**src/pkg/mies_pkg.sv**
```systemverilog
// Purpose: constants for the management interrupt enable and edge status block
// Assumes: 8-bit register port, printed offsets used as register addresses
// Notes: pin order of the event vector is fixed by the SRC_ constants below
package mies_pkg;
	// ----------------------------------------
	// register offsets
	// ----------------------------------------
	localparam logic [7:0] OFS_STATUS_4 = 8'h13;
	localparam logic [7:0] OFS_STATUS_5 = 8'h14;
	localparam logic [7:0] OFS_ROUTE    = 8'h17;
	localparam logic [7:0] OFS_ENABLE_4 = 8'h19;
	localparam logic [7:0] OFS_ENABLE_5 = 8'h1a;
	localparam logic [7:0] OFS_RSVD_A   = 8'h1b;
	localparam logic [7:0] OFS_EDGE_STS = 8'h1c;
	localparam logic [7:0] OFS_RSVD_B   = 8'h1d;
	// ----------------------------------------
	// writable field masks and reset values
	// ----------------------------------------
	localparam logic [7:0] MASK_ENABLE_4 = 8'hff;
	localparam logic [7:0] MASK_ENABLE_5 = 8'hcf;
	localparam logic [7:0] MASK_EDGE_STS = 8'h3f;
	localparam logic [7:0] MASK_ROUTE    = 8'he0;
	localparam int         BIT_ROUTE_PIN = 7;
	localparam int         BIT_ROUTE_SER = 6;
	localparam int         BIT_ROUTE_PME = 5;
	localparam logic [7:0] RESET_BYTE    = 8'h00;
	// ----------------------------------------
	// event source vector layout
	// ----------------------------------------
	localparam int NUM_SRC    = 17;
	localparam int SRC_GPIO_PIN_41   = 4;
	localparam int SRC_GPIO_PIN_43   = 6;
	localparam int SRC_GPIO_PIN_61   = 7;
	localparam int SRC_GPIO_PIN_54   = 8;
	localparam int SRC_TACH1  = 12;
	localparam int SRC_TACH2  = 13;
	localparam int SRC_GPIO_PIN_21   = 14;
	localparam int SRC_GPIO_PIN_22   = 15;
	localparam int SRC_GPIO_PIN_60   = 16;
	// cycles after reset before edge detection is trusted
	localparam logic [1:0] PRIME_DONE = 2'h3;
endpackage : mies_pkg

```
**src/logic/mies_top.sv**
```systemverilog
// Purpose: management interrupt enables, latched status and either-edge status
// Assumes: pins are asynchronous to clk_sys; register port never stalls
// Notes: read data valid only in the cycle after rd_en
//
// Strobed register access was chosen for this implementation.
`timescale 1ns/100ps
module mies_top (
	input  wire logic       clk_sys,
	input  wire logic       rst,
	input  wire logic [7:0] addr,
	input  wire logic [7:0] wr_data,
	input  wire logic       wr_en,
	input  wire logic       rd_en,
	output logic      [7:0] rd_data,
	input  wire logic       gpio_pin_21,
	input  wire logic       gpio_pin_22,
	input  wire logic       gpio_pin_30,
	input  wire logic       gpio_pin_31,
	input  wire logic       gpio_pin_32,
	input  wire logic       gpio_pin_33,
	input  wire logic       gpio_pin_41,
	input  wire logic       gpio_pin_42,
	input  wire logic       gpio_pin_43,
	input  wire logic       gpio_pin_54,
	input  wire logic       gpio_pin_55,
	input  wire logic       gpio_pin_56,
	input  wire logic       gpio_pin_57,
	input  wire logic       gpio_pin_60,
	input  wire logic       gpio_pin_61,
	input  wire logic       fan_tach_in_1,
	input  wire logic       fan_tach_in_2,
	output logic            group_mgmt_irq_n,
	output logic            mgmt_irq_pin_n,
	output logic            serial_irq_req,
	output logic            pm_event_req
);
	// ----------------------------------------
	// state
	// ----------------------------------------
	typedef struct packed {
		logic [mies_pkg::NUM_SRC-1:0] sync1;
		logic [mies_pkg::NUM_SRC-1:0] sync2;
		logic [mies_pkg::NUM_SRC-1:0] prev;
		logic [1:0]                   prime;
		logic [7:0]                   enable_4;
		logic [7:0]                   enable_5;
		logic [7:0]                   status_4;
		logic [7:0]                   status_5;
		logic [7:0]                   edge_sts;
		logic [7:0]                   route;
		logic [7:0]                   rd_data;
		logic                         group_n;
		logic                         pin_n;
		logic                         ser_req;
		logic                         pme_req;
	} mies_state_type;

	localparam mies_state_type STATE_RESET = '{
		sync1:    '0,
		sync2:    '0,
		prev:     '0,
		prime:    2'h0,
		enable_4: mies_pkg::RESET_BYTE,
		enable_5: mies_pkg::RESET_BYTE,
		status_4: mies_pkg::RESET_BYTE,
		status_5: mies_pkg::RESET_BYTE,
		edge_sts: mies_pkg::RESET_BYTE,
		route:    mies_pkg::RESET_BYTE,
		rd_data:  8'h00,
		group_n:  1'b1,
		pin_n:    1'b1,
		ser_req:  1'b0,
		pme_req:  1'b0
	};

	mies_state_type                state_reg;
	mies_state_type                state_next;
	logic [mies_pkg::NUM_SRC-1:0] pin_raw;
	logic [mies_pkg::NUM_SRC-1:0] edge_any;
	logic [7:0]                   ev_4;
	logic [7:0]                   ev_5;
	logic [7:0]                   ev_m;
	logic                         pending;
	logic                         wr_edge;
	logic                         wr_st4;
	logic                         wr_st5;

	// clear on write-1, but a same-cycle set wins
	function automatic logic [7:0] mies_w1c(
		input logic [7:0] cur,
		input logic [7:0] set,
		input logic [7:0] clr,
		input logic [7:0] mask
	);
		mies_w1c = ((cur & ~clr) | set) & mask;
	endfunction : mies_w1c

	// ----------------------------------------
	// next-state logic
	// ----------------------------------------
	always_comb begin
		pin_raw = {
			gpio_pin_60,
			gpio_pin_22,
			gpio_pin_21,
			fan_tach_in_2,
			fan_tach_in_1,
			gpio_pin_57,
			gpio_pin_56,
			gpio_pin_55,
			gpio_pin_54,
			gpio_pin_61,
			gpio_pin_43,
			gpio_pin_42,
			gpio_pin_41,
			gpio_pin_33,
			gpio_pin_32,
			gpio_pin_31,
			gpio_pin_30
		};
		state_next       = state_reg;
		state_next.sync1 = pin_raw;
		state_next.sync2 = state_reg.sync1;
		state_next.prev  = state_reg.sync2;
		if (state_reg.prime != mies_pkg::PRIME_DONE) begin
			state_next.prime = state_reg.prime + 2'h1;
		end
		// either edge, held off until the chain has filled
		edge_any = (state_reg.prime == mies_pkg::PRIME_DONE) ?
			(state_reg.sync2 ^ state_reg.prev) : '0;
		ev_4 = edge_any[7:0];
		ev_5 = {
			edge_any[mies_pkg::SRC_TACH2],
			edge_any[mies_pkg::SRC_TACH1],
			2'b00,
			edge_any[mies_pkg::SRC_GPIO_PIN_54 +: 4]
		};
		ev_m = {
			2'b00,
			edge_any[mies_pkg::SRC_GPIO_PIN_61],
			edge_any[mies_pkg::SRC_GPIO_PIN_60],
			edge_any[mies_pkg::SRC_GPIO_PIN_43],
			edge_any[mies_pkg::SRC_GPIO_PIN_41],
			edge_any[mies_pkg::SRC_GPIO_PIN_22],
			edge_any[mies_pkg::SRC_GPIO_PIN_21]
		};
		wr_edge = wr_en && (addr == mies_pkg::OFS_EDGE_STS);
		wr_st4  = wr_en && (addr == mies_pkg::OFS_STATUS_4);
		wr_st5  = wr_en && (addr == mies_pkg::OFS_STATUS_5);
		// register writes
		if (wr_en && (addr == mies_pkg::OFS_ENABLE_4)) begin
			state_next.enable_4 = wr_data & mies_pkg::MASK_ENABLE_4;
		end
		if (wr_en && (addr == mies_pkg::OFS_ENABLE_5)) begin
			state_next.enable_5 = wr_data & mies_pkg::MASK_ENABLE_5;
		end
		if (wr_en && (addr == mies_pkg::OFS_ROUTE)) begin
			state_next.route = wr_data & mies_pkg::MASK_ROUTE;
		end
		state_next.status_4 = mies_w1c(state_reg.status_4, ev_4,
			wr_st4 ? wr_data : 8'h00, mies_pkg::MASK_ENABLE_4);
		state_next.status_5 = mies_w1c(state_reg.status_5, ev_5,
			wr_st5 ? wr_data : 8'h00, mies_pkg::MASK_ENABLE_5);
		state_next.edge_sts = mies_w1c(state_reg.edge_sts, ev_m,
			wr_edge ? wr_data : 8'h00, mies_pkg::MASK_EDGE_STS);
		// read port, unmapped and reserved addresses answer zero
		state_next.rd_data = 8'h00;
		if (rd_en) begin
			case (addr)
				mies_pkg::OFS_STATUS_4: state_next.rd_data = state_reg.status_4;
				mies_pkg::OFS_STATUS_5: state_next.rd_data = state_reg.status_5;
				mies_pkg::OFS_ROUTE:    state_next.rd_data = state_reg.route;
				mies_pkg::OFS_ENABLE_4: state_next.rd_data = state_reg.enable_4;
				mies_pkg::OFS_ENABLE_5: state_next.rd_data = state_reg.enable_5;
				mies_pkg::OFS_EDGE_STS: state_next.rd_data = state_reg.edge_sts;
				mies_pkg::OFS_RSVD_A:   state_next.rd_data = 8'h00;
				mies_pkg::OFS_RSVD_B:   state_next.rd_data = 8'h00;
				default:                state_next.rd_data = 8'h00;
			endcase
		end
		// group interrupt and its routes
		pending = |((state_reg.status_4 & state_reg.enable_4) |
			(state_reg.status_5 & state_reg.enable_5));
		state_next.group_n = ~pending;
		state_next.pin_n   = ~(pending & state_reg.route[mies_pkg::BIT_ROUTE_PIN]);
		state_next.ser_req = pending & state_reg.route[mies_pkg::BIT_ROUTE_SER];
		state_next.pme_req = pending & state_reg.route[mies_pkg::BIT_ROUTE_PME];
	end

	// ----------------------------------------
	// state register
	// ----------------------------------------
	always_ff @(posedge clk_sys or posedge rst) begin
		if (rst) begin
			state_reg <= STATE_RESET;
		end else begin
			state_reg <= state_next;
		end
	end

	assign rd_data          = state_reg.rd_data;
	assign group_mgmt_irq_n = state_reg.group_n;
	assign mgmt_irq_pin_n   = state_reg.pin_n;
	assign serial_irq_req   = state_reg.ser_req;
	assign pm_event_req     = state_reg.pme_req;
endmodule : mies_top

```
**config.mk**
```make
export PLATFORM = sky130hd
export DESIGN_NAME = mies_top
export DESIGN_NICKNAME = d
export VERILOG_FILES = /design/src/pkg/mies_pkg.sv /design/src/logic/mies_top.sv
export SDC_FILE = /design/constraint.sdc
export NUM_CORES = 1
export LEC_CHECK = 0
export CORE_MARGIN = 4
export CORE_UTILIZATION = 45
export DETAILED_ROUTE_END_ITERATION = 7
export DONT_BUFFER_PORTS = 1
export HOLD_SLACK_MARGIN = 0.03
export SETUP_SLACK_MARGIN = 0.05
export SYNTH_ARGS = -nofsm -noshare
export SYNTH_HDL_FRONTEND = slang
export SYNTH_SLANG_ARGS = --single-unit
```
**constraint.sdc**
```tcl
create_clock -name clk_sys -period 4.5 [get_ports clk_sys]
set_clock_uncertainty 0.2 [all_clocks]
set_input_delay 0.9 -clock clk_sys [delete_from_list [all_inputs] [get_ports clk_sys]]
set_output_delay 0.9 -clock clk_sys [all_outputs]
set_load 0.01 [all_outputs]
```
### After elaboration in Yosys (flattened, before gate mapping)

Cells that the tools add are included.

* word-level logic and storage cells: 55
* register bits after elaboration: 102
* output and inout bits: 12
* input bits: 37

* muxes and demuxes: 6
* reduce and logical (&&, ||, !) cells: 7
* equal/unequal tests: 8
* add/subtract/negate cells: 1
* bitwise operators: 18

Operators by type and width (count)
* $eq 8x5->1 const B: 6
* $pmux 8 s6: 1
* $and 8x8->8: 4
* $mux 8: 3
* $or 8x8->8: 3
* $mux 17: 1
* $xor 17x17->17: 1
* $not 8->8: 2
* $reduce_or 8->1: 1
* $and 6x6->6: 1
* $logic_and 1x1->1: 6
* $mux 6: 1
* $not 6->6: 1
* $or 6x6->6: 1
* $and 1x1->1: 3
* $add 2x1->2 const B: 1
* $eq 2x2->1 const B: 1
* $ne 2x2->1 const B: 1
* $not 1->1: 2

### Longest topological paths before layout

Gate-level depths: netlist of run 1.

* word-level depth: 6
* mapped depth: 6
* mapped depth without buffers: 4

### Least setup slack after synthesis of run 1

Ideal clock, no wire load.

* path kind: in2reg
* start: in addr[5]
* end: reg state_reg[17] (netlist bit)
* path buffers: 1
* stages: 5
* slack: 2.021 ns
* arrival time: 2.154 ns
* setup time: 0.125 ns
* required time: 4.175 ns
* path through: nor4b_4 > and3b_1 > buf_6 > and3_4 > mux2_4

* longest elaborated chain between the ends: 2

Ends and longest elaborated chain
* start, declared: RTL line mies_top.sv:10 `input wire logic [7:0] addr,`
* $eq 8x5->1: RTL line mies_top.sv:157 `if (wr_en && (addr == mies_pkg::OFS_ROUTE)) begin`
* $logic_and 1x1->1: RTL line mies_top.sv:157
* end signal, assigned: RTL line mies_top.sv:197 `state_reg <= state_next;`
* end, declared: RTL line mies_top.sv:76 `mies_state_type state_reg;`

Every way passes these cells.
A chain may end at the register's enable or synchronous reset.

### Worst setup path after layout of run 1

* start: in addr[5]
* end: reg state_reg[19] (netlist bit)

The elaborated chain is that of the path after synthesis.

==> impl_metrics.csv, run 1 <==
group,metric,value,unit
outcome,status,"complete, no violations",
timing,rsz0062_at_grt,"no",
synth,ys_async_sr_fraction,100,%
cts,ctsResizeCount,0,
floorplan,chipWidth,101,um
cts,hold_buffers,0,
setup_path,end_kind,"flop",
timing,layout_setup_ws,2.20,ns
setup_path,path_buf_inv,0,
placement,dp_hpwl,4620,um
cts,clock-sinks,102,
synth,synth-edff-count,0,
timing,hold-worst-slack,0.149,ns
setup_path,critPathLaunchType,"primary input",
route,wire_per_inst,17.5,um
cts,root_buffer,"clkbuf_8",
setup_path,max_stage_delay,0.46,ns
synth,synth_area_leaders,"dfrtp_1, mux2_2, a22o_1",
global_routing,overflow,0,
cts,postCtsSetupBuffers,0,
cts,numCtsBuffers,9,
setup_path,slowest_stage,"nor4b_4",
placement,globalplace.congestion,0.872,
setup_path,crit_required,4.55,ns
setup_path,crit_cells,4,
floorplan,die_h,101,um
route,routed_wl,6620,um
route,dr.pass1.iters,4,
timing,fin_crit,2.30,ns
timing,hold_viol,0,
synth,ys_seq_area_share,65.4,%
synth,synthFlopType,"dfrtp_1",
cts,clkTransAtPathRegs,0.10,ns
min_path,hold-path-cell-count,0,
synth,synth_xor_area_share,4.04,%
route,num_vias,2044,
setup_path,rr_worst_depth,2,
route,vias_per_cell,5.41,
layout,largest_reg_flops,56,
placement,io_buffers,0,
synth,synth_cell_type_count,41,
synth,synth-simple-area-share,9.17,%
global_routing,grt_pass1_vias,2064,
placement,pre_cts_ws,1.82,ns
power_and_ir_drop,powerDensity,387,mW/mm^2
route,drc,0,
floorplan,core,0.00834,mm^2
timing,setup_viol,0,
synth,yosysWarnings,0,
layout,stdcell_count,378,
synth,syn_area,0.00390,mm^2
cts,cts_tree,"yes",
layout,syn2layout_area_growth,5.06,%
synth,synth.most_common_cell,"dfrtp_1",
setup_path,cp_top_family,"simple AND/OR/NAND/NOR gates",
timing,slew_violations,0,
timing,fin_tns_setup,0,ns
cts,clk_latency,0.36,ns
floorplan,die-area,0.0102,mm^2
layout,nets,306,
timing,fmax,0.434,GHz
layout,final_layout_size_suffix_gt1_share,17.9,%
floorplan,io_pins,49,
setup_path,path_class,"in -> reg",
timing,slew_headroom,36.6,%
setup_path,cp.arrival,2.35,ns
global_routing,grt_pass1_wl,11100,um
global_routing,grtUsageTotal,14.0,%
cts,htreeDepth,3,
route,dr.first_iter.drc_count,69,
synth,syn_area_per_cell,14.1,um^2
timing,fin_crit_sh,51.2,%
placement,dpl-instance-area,0.00392,mm^2
synth,synth_nets,315,
synth,ys_ff_latch,102,
layout,antenna_cells,0,
route,postRouteAntennaNets,0,
floorplan,initial_utilization,46.8,%
job,drv_cap,0,
synth,yosys-top-cells-count,"dfrtp_1, a22o_1, nand2_1, xor2_1, mux2_2",
synth,synth_compound_gate_area_share,11.9,%
layout,nFillCells,727,
timing,worstMarginPinSlew,0.951,ns
floorplan,fp-row-count,33,
placement,placed_cells,362,
power_and_ir_drop,ir_worst_vdd,247,uV
cts,cts_buffer_depth,2,
synth,synth_top_family_by_area,"compound AO/OA/AOI/OAI gates",
synth,synthDominantCellAreaShare,64.1,%
synth,synthMuxAreaShare,5.77,%
synth,yosys.area.top_type,"dfrtp_1",
layout,design_area,0.00410,mm^2
setup_path,path_max_fanout,7,
synth,syn_inst,277,
synth,yosys.area_share.adder,0.321,%
global_routing,antenna_found_initial,0,
global_routing,grt_max_degree,82,
power_and_ir_drop,leakage,1.69,nW
min_path,min_path_type,"reg -> reg",
setup_path,critical_path.cell_chain,"nor4b_4, and3b_1, and3_4, mux2_4",
[cells by family after synthesis]
logic type	count (synthesis)
flip-flops	102
AND/OR/NAND/NOR	59
AO/OA/AOI/OAI	56
buffers and inverters	22
multiplexers	19
XOR/XNOR	18
adder cells (fa/ha/maj)	1
[cells in the final DEF, fill, tap and decap left out, drive strengths merged, types with 2 or more instances in the layout]
cell type / instances
a21o: 6
a21oi: 3
a221oi: 2
a22o: 20
a22oi: 15
a32oi: 3
and2: 4
and3b: 2
clkbuf: 9
dfrtp: 100
dfstp: 2
inv: 6
mux2: 19
nand2: 17
nand2b: 2
nand3: 9
nand4: 2
nor2: 3
nor2b: 8
nor3: 3
o21a: 3
or2: 4
xor2: 17
[power breakdown]
group	internal (mW)	switching [mW]
Combinational	0.0337	0.0445
Sequential	0.954	0.0195
Clock	0.212	0.323
[layout make-up]
type                       instances  area, um^2  share of cell area [%]
sequential                       102        2550                    62.3
multi-input combinational        153        1220                    29.7
inverter                           1        6.26                   0.153
tap                              105         131                    3.20
clock buffer                       9         124                    3.02
timing repair buffer               1        7.51                   0.183
clock inverter                     7        60.1                    1.46
[metrics by stage]
step | util (%) | power, mW
2_1_floorplan | - | 1.06
3_3_place_gp | 47.0 | 1.07
3_5_place_dp | 47.0 | 1.07
4_1_cts | 49.2 | 1.62
5_1_grt | 49.2 | 1.66
6_report | 49.2 | 1.59
[per-layer routing]
metal	global-route usage [%]	vias to the layer above	wire, um
met5	0	-	0
met4	4.29	0	78
met3	5.72	8	513
met2	19.5	61	2950
met1	20.2	1016	3080
li1	-	959	-
[path summary, 6_finish.rpt]
check | from | endpoint | slack [ns]
worst max-delay path | addr[5] | state_reg[19] | 2.20
worst min-delay path | state_next[82] | state_next[65] | 0.15
worst max register to register | state_reg[60] | state_reg[61] | 2.77
worst min register to register | state_next[82] | state_next[65] | 0.15
max in group asynchronous | rst | state_reg[68] | 2.82
min in group asynchronous | rst | state_next[88] | 0.40
No activity file was read; power rests on OpenSTA's default activity.
==> run 2, diff against run 1 <==
ABC_AREA = 1   (was not set)
clock period = 1.95 ns   (was 4.5 ns; I/O delays follow)
==> impl_metrics.csv, run 2 <==
group,metric,value,unit
outcome,status,"complete, no violations",
layout,final_core_util,52.4,%
layout,syn2layout_area_growth,13.7,%
synth,ys_async_sr_fraction,100,%
synth,yosys.area_share.adder,0.311,%
setup_path,cp.arrival,1.76,ns
setup_path,critical_path.cell_chain,"ha_1, mux2_2",
floorplan,io_pins,49,
cts,clock-sinks,102,
setup_path,path_class,"reg -> reg",
synth,synth_area_leaders,"dfrtp_1, nand2_1, nand3_1",
power_and_ir_drop,power,3.82,mW
setup_path,crit_required,2.00,ns
synth,synth_xor_area_share,0.871,%
power_and_ir_drop,switching_share,23.9,%
timing,slew_headroom,53.7,%
synth,yosys.area.top_type,"dfrtp_1",
setup_path,max_stage_delay,0.62,ns
synth,synthMuxAreaShare,0.280,%
power_and_ir_drop,clock_power_share,35.0,%
cts,htreeDepth,3,
timing,fmax,0.583,GHz
timing,setup_viol,0,
synth,ys_seq_area_share,63.5,%
power_and_ir_drop,leakage,2.14,nW
setup_path,slowest_stage,"ha_1",
synth,synth.most_common_cell,"nand2_1",
route,dr.first_iter.drc_count,117,
layout,final_cell_mix,"nand2_1, dfrtp_1, nand3_1, dlygate4sd3_1, inv_1",
floorplan,die_h,103,um
power_and_ir_drop,p_switching,0.913,mW
synth,syn_area_per_cell,10.2,um^2
synth,synth-simple-area-share,24.9,%
synth,synth_top_family_by_area,"simple AND/OR/NAND/NOR gates",
cts,numCtsBuffers,9,
power_and_ir_drop,powerDensity,834,mW/mm^2
synth,synth_cell_type_count,27,
floorplan,die-area,0.0105,mm^2
global_routing,antenna_found_initial,0,
timing,worstMarginPinSlew,0.695,ns
synth,yosysWarnings,0,
synth,synthFlopType,"dfrtp_1",
power_and_ir_drop,p_int,2.90,mW
setup_path,critPathLaunchType,"flop",
layout,largest_reg_flops,56,
timing,fin_crit,1.71,ns
timing,rsz0062_at_grt,"no",
route,drc,0,
setup_path,end_kind,"flop",
timing,slew_violations,0,
global_routing,overflow,0,
layout,antenna_cells,0,
power_and_ir_drop,p_comb_share,6.2,%
layout,nets,460,
setup_path,path_max_fanout,19,
route,routed_wl,7480,um
synth,yosys-top-cells-count,"nand2_1, dfrtp_1, nand3_1",
floorplan,initial_utilization,46.1,%
synth,synth-edff-count,0,
cts,clk_latency,0.36,ns
floorplan,core,0.00872,mm^2
timing,fin_tns_setup,0,ns
placement,io_buffers,0,
route,num_vias,2586,
cts,root_buffer,"clkbuf_8",
synth,ys_ff_latch,102,
job,drv_cap,0,
global_routing,grt_pass1_wl,12800,um
route,wire_per_inst,14.0,um
global_routing,grt_pass1_vias,2547,
synth,syn_inst,393,
power_and_ir_drop,seq_power_share,58.8,%
synth,synth_compound_gate_area_share,5.07,%
synth,syn_area,0.00402,mm^2
route,dr.pass1.iters,4,
floorplan,fp-row-count,34,
floorplan,chipWidth,103,um
cts,clkTransAtPathRegs,0.09,ns
min_path,min_path_type,"in -> reg",
setup_path,cp_top_family,"adder cells",
placement,globalplace.congestion,0.870,
timing,hold_viol,0,
layout,final_layout_size_suffix_gt1_share,14.3,%
cts,cts_tree,"yes",
route,postRouteAntennaNets,0,
synth,synth_nets,431,
cts,postCtsSetupBuffers,0,
timing,fin_crit_sh,87.9,%
placement,dp_hpwl,5230,um
global_routing,grtUsageTotal,15.9,%
global_routing,grt_max_degree,103,
synth,synthDominantCellAreaShare,62.2,%
layout,final_common_cell,"nand2_1",
cts,cts_buffer_depth,2,
setup_path,path_buf_inv,0,
power_and_ir_drop,ir_worst_vdd,420,uV
route,vias_per_cell,4.83,
## run 2: power by group through the flow
stage	sequential, mW	combinational (mW)	clock [mW]
2_1_floorplan	2.27	0.150	0
3_3_place_gp	2.28	0.186	0
3_5_place_dp	2.29	0.190	0
4_1_cts	2.25	0.241	1.40
5_1_grt	2.26	0.269	1.49
6_report	2.24	0.235	1.34
## run 2: path summary, 6_finish.rpt
path | start | endpoint | slack [ns] | cells after the start
hold reg to reg | state_next[90] | state_next[73] | 0.15 | 0
hold / removal | wr_data[0] | state_reg[36] | 0.06 | 3
setup / recovery | state_reg[60] | state_reg[61] | 0.24 | 2
setup reg to reg | state_reg[60] | state_reg[61] | 0.24 | 2
max in group asynchronous | rst | state_reg[66] | 0.70 | 3
min in group asynchronous | rst | state_reg[29] | 0.45 | 3
## run 2: worst min-delay path, cell delays in order
cell	delay (ns)
inv_1	0.07
o21ai_1	0.08
nand2_1	0.05
## run 2: layer usage
metal	up-vias	global-route usage, %	part of all wire, %
li1	1306	-	-
met1	1209	23.0	48
met2	61	23.7	45
met3	10	3.52	5.1
met4	0	5.35	1.8
met5	-	0	0
## run 2: cell families (layout without fill, tap and decap cells)
| logic type | count (synthesis) | after routing |
|---|---|---|
| buf+inv | 40 | 74 |
| compound gates | 36 | 36 |
| mux | 1 | 1 |
| xor+xnor | 4 | 4 |
| flops | 102 | 102 |
| fa+ha+maj | 1 | 1 |
| simple gates | 209 | 209 |
## run 2: final cells by class
cell class,instances,area [um^2]
fill,772,4150
sequential,102,2550
multi-input combinational,251,1260
timing repair buffer,32,320
tap,108,135
clock buffer,10,128
inverter,26,101
clock inverter,6,68.8
## run 2: per-stage QoR
stage,instances,setup slack [ns],instance area [um^2],hold slack (ns)
2_1_floorplan,393,0.144,4030,0.131
3_3_place_gp,492,0.229,4110,0.132
3_5_place_dp,492,0.206,4110,0.135
4_1_cts,535,0.217,4570,0.0408
5_1_grt,535,0.157,4570,0.0451
6_report,535,0.235,4570,0.0560
## run 2: timing repair
item                       CTS  global route
hold endpoints to repair   139             0
gates resized for setup      0             0
hold buffers                27             0
setup endpoints to repair    0             0
